$ cat config.mk
export PLATFORM = sky130hd
export DESIGN_NAME = event_router_flat
export DESIGN_NICKNAME = d
export VERILOG_FILES = /design/src/core/event_router_pkg.sv /design/src/core/event_router_if.sv /design/src/core/event_router.sv /design/src/flat_wrapper.sv
export SDC_FILE = /design/constraint.sdc
export NUM_CORES = 1
export LEC_CHECK = 0
export BUFFER_PORTS_ARGS = -buffer_cell sky130_fd_sc_hd__buf_2
export CAP_MARGIN = 15
export CORE_MARGIN = 3
export CORE_UTILIZATION = 42
export CTS_BUF_LIST = sky130_fd_sc_hd__clkbuf_2
export DETAILED_ROUTE_END_ITERATION = 8
export PLACE_DENSITY = 0.82
export SLEW_MARGIN = 20
export SYNTH_ARGS = -nofsm -noshare
export SYNTH_HDL_FRONTEND = slang
export SYNTH_SLANG_ARGS = --single-unit
export TNS_END_PERCENT = 10
$ cat constraint.sdc
create_clock -name i_core_clk -period 1.43 [get_ports i_core_clk]
set_input_delay 0.143 -clock i_core_clk [delete_from_list [all_inputs] [get_ports i_core_clk]]
set_output_delay 0.143 -clock i_core_clk [all_outputs]
set_load 0.005 [all_outputs]
$ cat src/core/event_router_pkg.sv
// Shared constants and types for the peripheral event router and its peer end
package event_router_pkg;
   localparam int AC_CHANNELS = 8; // Comparator channels feeding the router
   localparam int PWM_CHANNELS = 21; // Pulse-width channels reachable, highest mapped is 20
   localparam int PIN_GROUPS = 5; // Pin-change groups routed to capture inputs
   localparam int AST_EVENTS = 3; // Overflow, periodic and alarm events
   localparam int TMR0_CAPTURES = 3; // Capture inputs A0..A2 of timer group zero
   localparam int TMR1_CAPTURES = 2; // Capture inputs A1..A2 of timer group one
   localparam int SYNC_STAGES = 3; // Flip-flops on each asynchronous event input

   typedef logic [4:0] pwm_index_t; // Index of one pulse-width channel

   // Comparator channel to pulse-width channel mapping
   localparam pwm_index_t PWM_MAP [AC_CHANNELS] = '{
      5'h00, 5'h06, 5'h08, 5'h09, 5'h0b, 5'h0e, 5'h13, 5'h14
   };

   // Positions inside the pin-change group vector
   localparam int PIN_GRP_PA_00_07 = 0;
   localparam int PIN_GRP_PA_08_15 = 1;
   localparam int PIN_GRP_PA_16_23 = 2;
   localparam int PIN_GRP_PB_00_07 = 3;
   localparam int PIN_GRP_PB_08_15 = 4;

   // Positions inside the asynchronous timer event vector
   localparam int AST_OVERFLOW = 0;
   localparam int AST_PERIODIC = 1;
   localparam int AST_ALARM = 2;

   // Positions inside the clock request vector
   localparam int CLK_REQ_CMP = 0;
   localparam int CLK_REQ_CONV = 1;
   localparam int CLK_REQ_TOUCH = 2;
   localparam int CLK_REQ_USERS = 3;

   // User-side qualifying field values
   localparam logic [1:0] CMP_CONFIG_EVENT_SINGLE = 2'h3; // Event-triggered single measurement
   localparam logic [2:0] TRIGGER_MODE_EVENT = 3'h7; // Converter started by events

   // Values after reset
   localparam logic RESET_PULSE = 1'b0;
   localparam logic [SYNC_STAGES-1:0] RESET_SYNC = 3'h0;
endpackage : event_router_pkg

$ cat src/core/event_router_if.sv
// Carrier between the event router and the generator/user peer end
`timescale 1ns/1ps
interface event_router_if;
   import event_router_pkg::*;
   // Generator side, already gated by the generator enables
   logic [AC_CHANNELS-1:0] ac_pos_evt; // Positive input above negative input, pulse
   logic [AC_CHANNELS-1:0] ac_neg_evt; // Negative input above positive input, pulse
   logic [PIN_GROUPS-1:0] pin_evt; // Pin-change per group, pulse
   logic [AST_EVENTS-1:0] ast_evt_async; // Timer events, asynchronous to the core clock
   logic pwm0_match_evt; // Channel 0 counter equals duty value, pulse
   // User side input enables
   logic [PWM_CHANNELS-1:0] pwm_in_en;
   logic [TMR0_CAPTURES-1:0] tmr0_in_en;
   logic [TMR1_CAPTURES-1:0] tmr1_in_en;
   logic cmp_in_en;
   logic conv_in_en;
   logic touch_matrix_en;
   logic touch_iter_en;
   // Delivered events, one-cycle pulses from the router
   logic [PWM_CHANNELS-1:0] pwm_inc;
   logic [PWM_CHANNELS-1:0] pwm_dec;
   logic [TMR0_CAPTURES-1:0] tmr0_capture;
   logic [TMR1_CAPTURES-1:0] tmr1_capture;
   logic cmp_trigger;
   logic conv_trigger;
   logic touch_matrix_evt;
   logic touch_iter_start;

   modport router (
      input ac_pos_evt, ac_neg_evt, pin_evt, ast_evt_async, pwm0_match_evt,
      input pwm_in_en, tmr0_in_en, tmr1_in_en, cmp_in_en, conv_in_en,
      input touch_matrix_en, touch_iter_en,
      output pwm_inc, pwm_dec, tmr0_capture, tmr1_capture, cmp_trigger,
      output conv_trigger, touch_matrix_evt, touch_iter_start
   );
   modport peer (
      output ac_pos_evt, ac_neg_evt, pin_evt, ast_evt_async, pwm0_match_evt,
      output pwm_in_en, tmr0_in_en, tmr1_in_en, cmp_in_en, conv_in_en,
      output touch_matrix_en, touch_iter_en,
      input pwm_inc, pwm_dec, tmr0_capture, tmr1_capture, cmp_trigger,
      input conv_trigger, touch_matrix_evt, touch_iter_start
   );
endinterface : event_router_if

$ cat src/core/event_router.sv
// Fixed peripheral event router: hard-wired generator to user event network
`timescale 1ns/1ps
// Operation
// [RQ1] Fixed hard-wired mapping, no configurable interconnect
// [RQ2] One event fans out to all users
// [RQ3] Several generators OR into one user
// [RQ4] Route needs generator and user enables
// [RQ5] Only enabled users react to shared event
// [RQ6] Comparator above event increments mapped duty
// [RQ7] Comparator below event decrements mapped duty
// [RQ8] Comparator below events also reach touch unit
// [RQ9] Port A groups capture timer zero A0-A2
// [RQ10] Port B groups capture timer one A1-A2
// [RQ11] Timer events trigger comparator when configured
// [RQ12] Timer events start converter in event mode
// [RQ13] Timer events start one touch iteration
// [RQ14] Pulse-width zero match starts converter
// [RQ15] Asynchronous events request user clock restart
// [RQ16] One-cycle pulses, single register stage
module event_router (
   input wire logic i_core_clk,
   input wire logic i_reset_n,
   event_router_if.router bus,
   output logic [event_router_pkg::CLK_REQ_USERS-1:0] o_async_clk_req
);
   import event_router_pkg::*;

   // Spreads comparator channel events onto their fixed pulse-width channels
   function automatic logic [PWM_CHANNELS-1:0] map_to_pwm(
      input logic [AC_CHANNELS-1:0] ac_evt
   );
      logic [PWM_CHANNELS-1:0] result;
      result = '0;
      for (int i = 0; i < AC_CHANNELS; i++) begin
         result[PWM_MAP[i]] = result[PWM_MAP[i]] | ac_evt[i]; // RQ1
      end
      return result;
   endfunction : map_to_pwm

   // Asynchronous timer event synchronisers, one shift register per event
   logic [SYNC_STAGES-1:0] ast_sync_reg [AST_EVENTS];
   logic [AST_EVENTS-1:0] ast_level_reg; // Accepted level after the stages agree
   logic [AST_EVENTS-1:0] ast_agree; // Second and third stages hold the same value
   logic [AST_EVENTS-1:0] ast_rise; // New event accepted this cycle
   logic [AST_EVENTS-1:0] ast_arriving; // Event seen in the second stage, not yet accepted

   generate
      for (genvar g = 0; g < AST_EVENTS; g++) begin : g_ast_sync
         // Three-stage shift; only the second stage reads the first
         always_ff @(posedge i_core_clk or negedge i_reset_n) begin
            if (!i_reset_n) begin
               ast_sync_reg[g] <= RESET_SYNC;
            end else begin
               ast_sync_reg[g] <= {ast_sync_reg[g][1:0], bus.ast_evt_async[g]};
            end
         end

         // A change only counts once the last two stages agree, filtering metastable echoes
         assign ast_agree[g] = (ast_sync_reg[g][1] == ast_sync_reg[g][2]);
         assign ast_rise[g] = ast_agree[g] & ast_sync_reg[g][2] & ~ast_level_reg[g];
         assign ast_arriving[g] = ast_sync_reg[g][1] & ~ast_level_reg[g];

         // Accepted level tracks the agreed value
         always_ff @(posedge i_core_clk or negedge i_reset_n) begin
            if (!i_reset_n) begin
               ast_level_reg[g] <= RESET_PULSE;
            end else if (ast_agree[g]) begin
               ast_level_reg[g] <= ast_sync_reg[g][2];
            end
         end
      end
   endgenerate

   // Any accepted timer event; the three kinds share every user
   wire ast_any = |ast_rise; // RQ3
   wire ast_pending = |ast_arriving;

   // Next values of the delivered pulses
   wire [PWM_CHANNELS-1:0] pwm_inc_next;
   wire [PWM_CHANNELS-1:0] pwm_dec_next;
   wire [TMR0_CAPTURES-1:0] tmr0_capture_next;
   wire [TMR1_CAPTURES-1:0] tmr1_capture_next;
   wire cmp_trigger_next;
   wire conv_trigger_next;
   wire touch_matrix_next;
   wire touch_iter_next;

   // Duty steps, gated by the receiving channel's own input enable
   assign pwm_inc_next = map_to_pwm(bus.ac_pos_evt) & bus.pwm_in_en; // RQ6 RQ4 RQ5
   assign pwm_dec_next = map_to_pwm(bus.ac_neg_evt) & bus.pwm_in_en; // RQ7 RQ4 RQ5

   // Pin-change groups to timer captures
   assign tmr0_capture_next = {bus.pin_evt[PIN_GRP_PA_16_23], bus.pin_evt[PIN_GRP_PA_08_15],
      bus.pin_evt[PIN_GRP_PA_00_07]} & bus.tmr0_in_en; // RQ9 RQ5
   assign tmr1_capture_next = {bus.pin_evt[PIN_GRP_PB_08_15], bus.pin_evt[PIN_GRP_PB_00_07]}
      & bus.tmr1_in_en; // RQ10 RQ5

   // Timer events fan out to comparator, converter and touch unit
   assign cmp_trigger_next = ast_any & bus.cmp_in_en; // RQ11 RQ2
   assign conv_trigger_next = (ast_any | bus.pwm0_match_evt) & bus.conv_in_en; // RQ12 RQ14 RQ3
   assign touch_iter_next = ast_any & bus.touch_iter_en; // RQ13 RQ2

   // Every channel's below event ORs into the touch unit's matrix input
   assign touch_matrix_next = (|bus.ac_neg_evt) & bus.touch_matrix_en; // RQ8 RQ3 RQ2

   // Clock requests: raised as soon as an event is arriving, dropped once delivered
   wire [CLK_REQ_USERS-1:0] clk_req_set;
   wire [CLK_REQ_USERS-1:0] clk_req_done;
   assign clk_req_set[CLK_REQ_CMP] = ast_pending & bus.cmp_in_en;
   assign clk_req_set[CLK_REQ_CONV] = ast_pending & bus.conv_in_en;
   assign clk_req_set[CLK_REQ_TOUCH] = ast_pending & bus.touch_iter_en;
   assign clk_req_done = {bus.touch_iter_start, bus.conv_trigger, bus.cmp_trigger};

   // Single register stage for every delivered event
   always_ff @(posedge i_core_clk or negedge i_reset_n) begin
      if (!i_reset_n) begin
         bus.pwm_inc <= '0;
         bus.pwm_dec <= '0;
         bus.tmr0_capture <= '0;
         bus.tmr1_capture <= '0;
      end else begin
         bus.pwm_inc <= pwm_inc_next; // RQ16
         bus.pwm_dec <= pwm_dec_next; // RQ16
         bus.tmr0_capture <= tmr0_capture_next; // RQ16
         bus.tmr1_capture <= tmr1_capture_next; // RQ16
      end
   end

   // Single-bit users share the same one-stage timing
   always_ff @(posedge i_core_clk or negedge i_reset_n) begin
      if (!i_reset_n) begin
         bus.cmp_trigger <= RESET_PULSE;
         bus.conv_trigger <= RESET_PULSE;
         bus.touch_matrix_evt <= RESET_PULSE;
         bus.touch_iter_start <= RESET_PULSE;
      end else begin
         bus.cmp_trigger <= cmp_trigger_next; // RQ16
         bus.conv_trigger <= conv_trigger_next; // RQ16
         bus.touch_matrix_evt <= touch_matrix_next; // RQ16
         bus.touch_iter_start <= touch_iter_next; // RQ16
      end
   end

   // Per-user clock request; a new arrival wins over the drop in the same cycle
   always_ff @(posedge i_core_clk or negedge i_reset_n) begin
      if (!i_reset_n) begin
         o_async_clk_req <= '0;
      end else begin
         o_async_clk_req <= clk_req_set | (o_async_clk_req & ~clk_req_done); // RQ15
      end
   end
endmodule : event_router

$ cat src/flat_wrapper.sv
// flat-port wrapper written by rule: the top's interface ports become plain ports
module event_router_flat import event_router_pkg::*;
  (i_core_clk, i_reset_n, o_async_clk_req, bus_ac_pos_evt, bus_ac_neg_evt, bus_pin_evt, bus_ast_evt_async, bus_pwm0_match_evt, bus_pwm_in_en, bus_tmr0_in_en, bus_tmr1_in_en, bus_cmp_in_en, bus_conv_in_en, bus_touch_matrix_en, bus_touch_iter_en, bus_pwm_inc, bus_pwm_dec, bus_tmr0_capture, bus_tmr1_capture, bus_cmp_trigger, bus_conv_trigger, bus_touch_matrix_evt, bus_touch_iter_start);
  event_router_if bus_i ();
  input wire logic i_core_clk;
  input wire logic i_reset_n;
  output logic [event_router_pkg::CLK_REQ_USERS-1:0] o_async_clk_req;
  input wire logic [$bits(bus_i.ac_pos_evt)-1:0] bus_ac_pos_evt;
  input wire logic [$bits(bus_i.ac_neg_evt)-1:0] bus_ac_neg_evt;
  input wire logic [$bits(bus_i.pin_evt)-1:0] bus_pin_evt;
  input wire logic [$bits(bus_i.ast_evt_async)-1:0] bus_ast_evt_async;
  input wire logic [$bits(bus_i.pwm0_match_evt)-1:0] bus_pwm0_match_evt;
  input wire logic [$bits(bus_i.pwm_in_en)-1:0] bus_pwm_in_en;
  input wire logic [$bits(bus_i.tmr0_in_en)-1:0] bus_tmr0_in_en;
  input wire logic [$bits(bus_i.tmr1_in_en)-1:0] bus_tmr1_in_en;
  input wire logic [$bits(bus_i.cmp_in_en)-1:0] bus_cmp_in_en;
  input wire logic [$bits(bus_i.conv_in_en)-1:0] bus_conv_in_en;
  input wire logic [$bits(bus_i.touch_matrix_en)-1:0] bus_touch_matrix_en;
  input wire logic [$bits(bus_i.touch_iter_en)-1:0] bus_touch_iter_en;
  output wire logic [$bits(bus_i.pwm_inc)-1:0] bus_pwm_inc;
  output wire logic [$bits(bus_i.pwm_dec)-1:0] bus_pwm_dec;
  output wire logic [$bits(bus_i.tmr0_capture)-1:0] bus_tmr0_capture;
  output wire logic [$bits(bus_i.tmr1_capture)-1:0] bus_tmr1_capture;
  output wire logic [$bits(bus_i.cmp_trigger)-1:0] bus_cmp_trigger;
  output wire logic [$bits(bus_i.conv_trigger)-1:0] bus_conv_trigger;
  output wire logic [$bits(bus_i.touch_matrix_evt)-1:0] bus_touch_matrix_evt;
  output wire logic [$bits(bus_i.touch_iter_start)-1:0] bus_touch_iter_start;
  assign bus_i.ac_pos_evt = bus_ac_pos_evt;
  assign bus_i.ac_neg_evt = bus_ac_neg_evt;
  assign bus_i.pin_evt = bus_pin_evt;
  assign bus_i.ast_evt_async = bus_ast_evt_async;
  assign bus_i.pwm0_match_evt = bus_pwm0_match_evt;
  assign bus_i.pwm_in_en = bus_pwm_in_en;
  assign bus_i.tmr0_in_en = bus_tmr0_in_en;
  assign bus_i.tmr1_in_en = bus_tmr1_in_en;
  assign bus_i.cmp_in_en = bus_cmp_in_en;
  assign bus_i.conv_in_en = bus_conv_in_en;
  assign bus_i.touch_matrix_en = bus_touch_matrix_en;
  assign bus_i.touch_iter_en = bus_touch_iter_en;
  assign bus_pwm_inc = bus_i.pwm_inc;
  assign bus_pwm_dec = bus_i.pwm_dec;
  assign bus_tmr0_capture = bus_i.tmr0_capture;
  assign bus_tmr1_capture = bus_i.tmr1_capture;
  assign bus_cmp_trigger = bus_i.cmp_trigger;
  assign bus_conv_trigger = bus_i.conv_trigger;
  assign bus_touch_matrix_evt = bus_i.touch_matrix_evt;
  assign bus_touch_iter_start = bus_i.touch_iter_start;
  event_router u_core (.i_core_clk(i_core_clk), .i_reset_n(i_reset_n), .bus(bus_i), .o_async_clk_req(o_async_clk_req));
endmodule
**Yosys cells after proc, flatten, opt, wreduce, memory -nomap -nowiden**

Index checks and enable logic that the tools add are counted.

- Add/subtract/negate cells: 0
- Div/mod/pow operators: 0
- Multiplexer cells: 0
- Multipliers: 0
- Equal/unequal tests: 3
- Magnitude comparators: 0
- Shifts and indexed selects: 0
- Reduce and logical (&&, ||, !) cells: 3
- Bitwise operators: 27

Operators by type and width:

| operator | count |
|---|---|
| AND 21 bit | 2 |
| AND 1 bit | 16 |
| OR reduction 8 bit | 1 |
| AND 3 bit | 2 |
| OR reduction 3 bit | 2 |
| == test 1 bit | 3 |
| NOT 1 bit | 3 |
| NOT 3 bit | 1 |
| OR 3 bit | 1 |
| AND 2 bit | 1 |
| OR 1 bit | 1 |

- Word-level logic and storage cells: 48
- Bits of input ports: 57
- Memories kept: 0
- Bits in read-only memories: 0
- Latch bits: 0
- Bits in registers: 66
- Memory bits (writable): 0

**Logic depth before layout (Yosys ltp)**

- Depth after elaboration: 6
- Depth in mapped cells: 4
- Depth with buffers taken out: 4

**Least setup slack after synthesis**

OpenSTA, ideal clock, no wires.

- Path type: register -> register
- From: register u_core.ast_sync_reg[1] (netlist name)
- To: register u_core.ast_level_reg[2]
- Setup time: 0.125 ns
- Arrival time: 0.956 ns
- Buffers on the path: 0
- Period minus slack after synthesis: 1.081 ns
- Slack: 0.349 ns
- Cell stages (with the launch flop): 3
- Cell sequence: dfrtp_1 > ha_1 > mux2_2

- Longest elaborated chain between the ends: 1

RTL lines:

| what | RTL line | RTL |
|---|---|---|
| start, declared | event_router.sv:41 | `logic [SYNC_STAGES-1:0] ast_sync_reg [AST_EVENTS];` |
| start signal, assigned by index | event_router.sv:54 | `ast_sync_reg[g] <= {ast_sync_reg[g][1:0], bus.ast_evt_async[g]};` |
| == test 1 bit | event_router.sv:59 | `assign ast_agree[g] = (ast_sync_reg[g][1] == ast_sync_reg[g][2]);` |
| end signal, assigned by index | event_router.sv:68 | `ast_level_reg[g] <= ast_sync_reg[g][2];` |
| end, declared | event_router.sv:42 | `logic [AST_EVENTS-1:0] ast_level_reg;` |

No other way between the ends.
A chain may end at the register's enable or synchronous reset.

**Worst setup path after layout**

- From: input bus_pwm_in_en[6]
- To: register u_core.bus.pwm_inc[6]

- Longest elaborated chain between the ends: 1

RTL lines:

| what | RTL line | RTL |
|---|---|---|
| start, declared | flat_wrapper.sv:13 | `input wire logic [$bits(bus_i.pwm_in_en)-1:0] bus_pwm_in_en;` |
| AND 21 bit | event_router.sv:89 | `assign pwm_inc_next = map_to_pwm(bus.ac_pos_evt) & bus.pwm_in_en;` |
| via u_core.pwm_inc_next[6] | event_router.sv:79 | `wire [PWM_CHANNELS-1:0] pwm_inc_next;` |
| end signal, assigned | event_router.sv:122 | `bus.pwm_inc <= pwm_inc_next;` |
| end, declared | event_router_if.sv:33 | `output pwm_inc, pwm_dec, tmr0_capture, tmr1_capture, cmp_trigger,` |

The timed path passes the listed nets, and every way through them passes these cells.

==> impl_metrics.csv <==
group,metric,value,unit
run_status,status,"completed",
pwr,power_leakage,1.306,nW
sta,fin_crit_sh,85.69,%
critical_path,r2r-end,"u_core.ast_level_reg[0]",
sta,finalSetupTns,0,ps
sta,report.final.slew_viol_count,0,
grt,grt_max_degree,23,
place,portBuffers,71,
logic_synthesis,syn_area_per_cell,13.49,um^2
critical_path,crit_end,"u_core.bus.pwm_inc[6]",
worst_hold_path,hp-class,"input pin to register",
finish,finalNonFillerCells,288,
detailed_routing,initialDrtViolationCount,17,
finish,post_route_cells_drive_above_1_share,35.12,%
critical_path,rr_worst_depth,2,
logic_synthesis,synth_cell_types,13,
grt,grt_overflow,0,
logic_synthesis,syn-instance-count,114,
grt,antenna_found_initial,0,
detailed_routing,first_pass_iters,6,
finish,ff_latch_area,1001,um^2
critical_path,timing_worst_setup_path_type,"input pin to register",
floorplanning,dieWidth,66.51,um
place,place.gp.congestion,0.6879,
grt,grt_pass1_wl,5340,um
critical_path,r2r_start,"u_core.ast_sync_reg[7]",
detailed_routing,drtAntennaViolNets,0,
sta,period_needed,1225,ps
clock_network,cts_made_buffers,5,
sta,max_freq,816.1,MHz
detailed_routing,drt_wl_total,3456,um
pwr,vdd_ir_drop_max,487.6,uV
critical_path,crit_fanout,2,
logic_synthesis,synthTopCellsByArea,"dfrtp_1 65%, buf_4 13%, and2_1 9.4%, ha_1 2.4%, mux2_2 2.2%",
logic_synthesis,netlist.area_leader.share,65.09,%
clock_network,cts_max_path_buffers,2,
critical_path,r2r_slack,290,ps
floorplanning,core-area,3442,um^2
sta,finalClockSkew,21.18,ps
pwr,pwr_density_cell,937.9,nW/um^2
floorplanning,die_area,4424,um^2
finish,layout.nets,301,
finish,syn_to_final_growth,57.69,%
clock_network,cts-root-buf,"clkbuf_2",
clock_network,cts_tree,"built",
floorplanning,rows,21,
place,place_inst,231,
place,hpwl,2157,um
critical_path,startpoint,"bus_pwm_in_en[6]",
floorplanning,ios,111,
detailed_routing,routed_via_density,4.076,
clock_network,clk_pin_slew,180,ps
detailed_routing,drc,0,
detailed_routing,wl_per_cell,12.00,um
finish,multiInputGateArea,409.1,um^2
critical_path,worstPathArrival,1510,ps
clock_network,cts_sinks,40,
logic_synthesis,yosysTopAreaCell,"dfrtp_1",
finish,fill_cells,244,
sta,rsz0062_at_grt,"false",
critical_path,cp-end-kind,"register",
place,pre_cts_ws,310.4,ps
logic_synthesis,ys_warn_count,0,
finish,largest_reg_flops,9,
clock_network,clk_latency,390,ps
flow_run,max-cap-violations,0,
grt,grt_usage,16.66,%
logic_synthesis,ys_seq_elements,40,
sta,hold_viol,0,
grt,grt_pass1_vias,1225,
sta,finalWorstSetupSlack,204.6,ps
finish,diodes,0,
detailed_routing,vias,1174,
floorplanning,initial_utilization,44.67,%
logic_synthesis,syn-cell-area,1538,um^2
sta,finalSetupViolCount,0,
logic_synthesis,yosysSeqAreaShare,65.09,%
critical_path,cp-start-kind,"input pin",
clock_network,htreeDepth,2,
floorplanning,die_height,66.51,um
critical_path,required,1720,ps
-- routing by layer --
layer  up-vias  track usage, %  wire, um
met3         8           7.083       321
met5         -               0         0
li1        561               -         -
met2        62           31.35      1922
met1       543           15.77      1144
met4         0           6.091        68
-- stage by stage --
step	hold slack [ps]	cell area, um^2	utilization, %	power, W
after CTS	45.77	2425	70.45	0.002299
after global routing	57.04	2425	70.45	0.002408
after global placement	111.1	1869	54.31	0.001532
after detailed placement	102.6	1869	54.31	0.001542
after floorplan	-152.6	1632	-	0.001429
final	72.48	2425	70.45	0.002274
-- critical path: stages --
cell,delay [ps]
dlygate4sd3_1,560
buf_2,130
and2_1,120
dlygate4sd3_1,560
-- synth_stat cells --
cell type	instances
buf_4	26
a21boi_0	1
and2_1	23
conb_1	1
mux2_2	3
nand2b_1	2
o21a_1	1
inv_1	7
dfrtp_1	40
o221ai_2	2
nor4_1	2
a22o_1	3
ha_1	3
-- power breakdown --
part | internal [W] | leakage [nW] | switching [W]
Combinational | 0.000232 | 0.769 | 0.000141
Clock | 0.000301 | 0.0430 | 0.000349
Sequential | 0.00121 | 0.494 | 0.0000381
Total | 0.00175 | 1.31 | 0.000528
-- what timing repair did --
action,4_1_cts,5_1_grt
endpoints found under the setup margin,0,0
gates resized for setup,0,0
buffers inserted,0,0
endpoints found under the hold margin,71,0
hold buffers,49,0
-- cell type report --
type,count,share of cell area (%)
clock buffer,6,1.238
clock inverter,2,1.445
inverter,7,1.084
multi-input combinational,66,16.87
sequential,40,41.28
tap,46,2.374
timing repair buffer,121,35.71
-- logic make-up after synthesis --
logic type	Yosys count	share of synthesized area, %
flip-flops	40	65.09
other	1	0.2439
multiplexers	3	2.197
AND/OR/NAND/NOR	27	10.98
AO/OA/AOI/OAI	7	4.639
buffers and inverters	33	14.40
adder cells (fa/ha/maj)	3	2.441
-- cell usage in the layout (no fill, tap or decap) --
| cell type | instances |
|---|---|
| inv_1 | 7 |
| buf_12 | 1 |
| clkbuf_2 | 6 |
| clkinv_2 | 1 |
| o21a_1 | 1 |
| a22o_1 | 3 |
| o221ai_2 | 2 |
| and2_1 | 23 |
| nor4_1 | 2 |
| ha_1 | 3 |
| bufinv_16 | 1 |
| mux2_2 | 3 |
| a21boi_0 | 1 |
| dlygate4sd3_1 | 49 |
| buf_2 | 71 |
| dfrtp_1 | 40 |
| nand2b_1 | 2 |
| conb_1 | 26 |
-- worst min path at each step --
stage	slack (ps)	start	endpoint	cells after the start
2_1_floorplan	-150	i_reset_n	u_core.ast_level_reg[0]	0
3_3_place_gp	110	i_reset_n	u_core.ast_level_reg[0]	1
3_5_place_dp	100	i_reset_n	u_core.o_async_clk_req[2]	1
4_1_cts	50	bus_ac_neg_evt[0]	u_core.bus.touch_matrix_evt	3
5_1_grt	60	bus_ac_neg_evt[0]	u_core.bus.touch_matrix_evt	3
6_report	70	bus_ac_neg_evt[0]	u_core.bus.touch_matrix_evt	3
(Power assumes the default switching activity.)
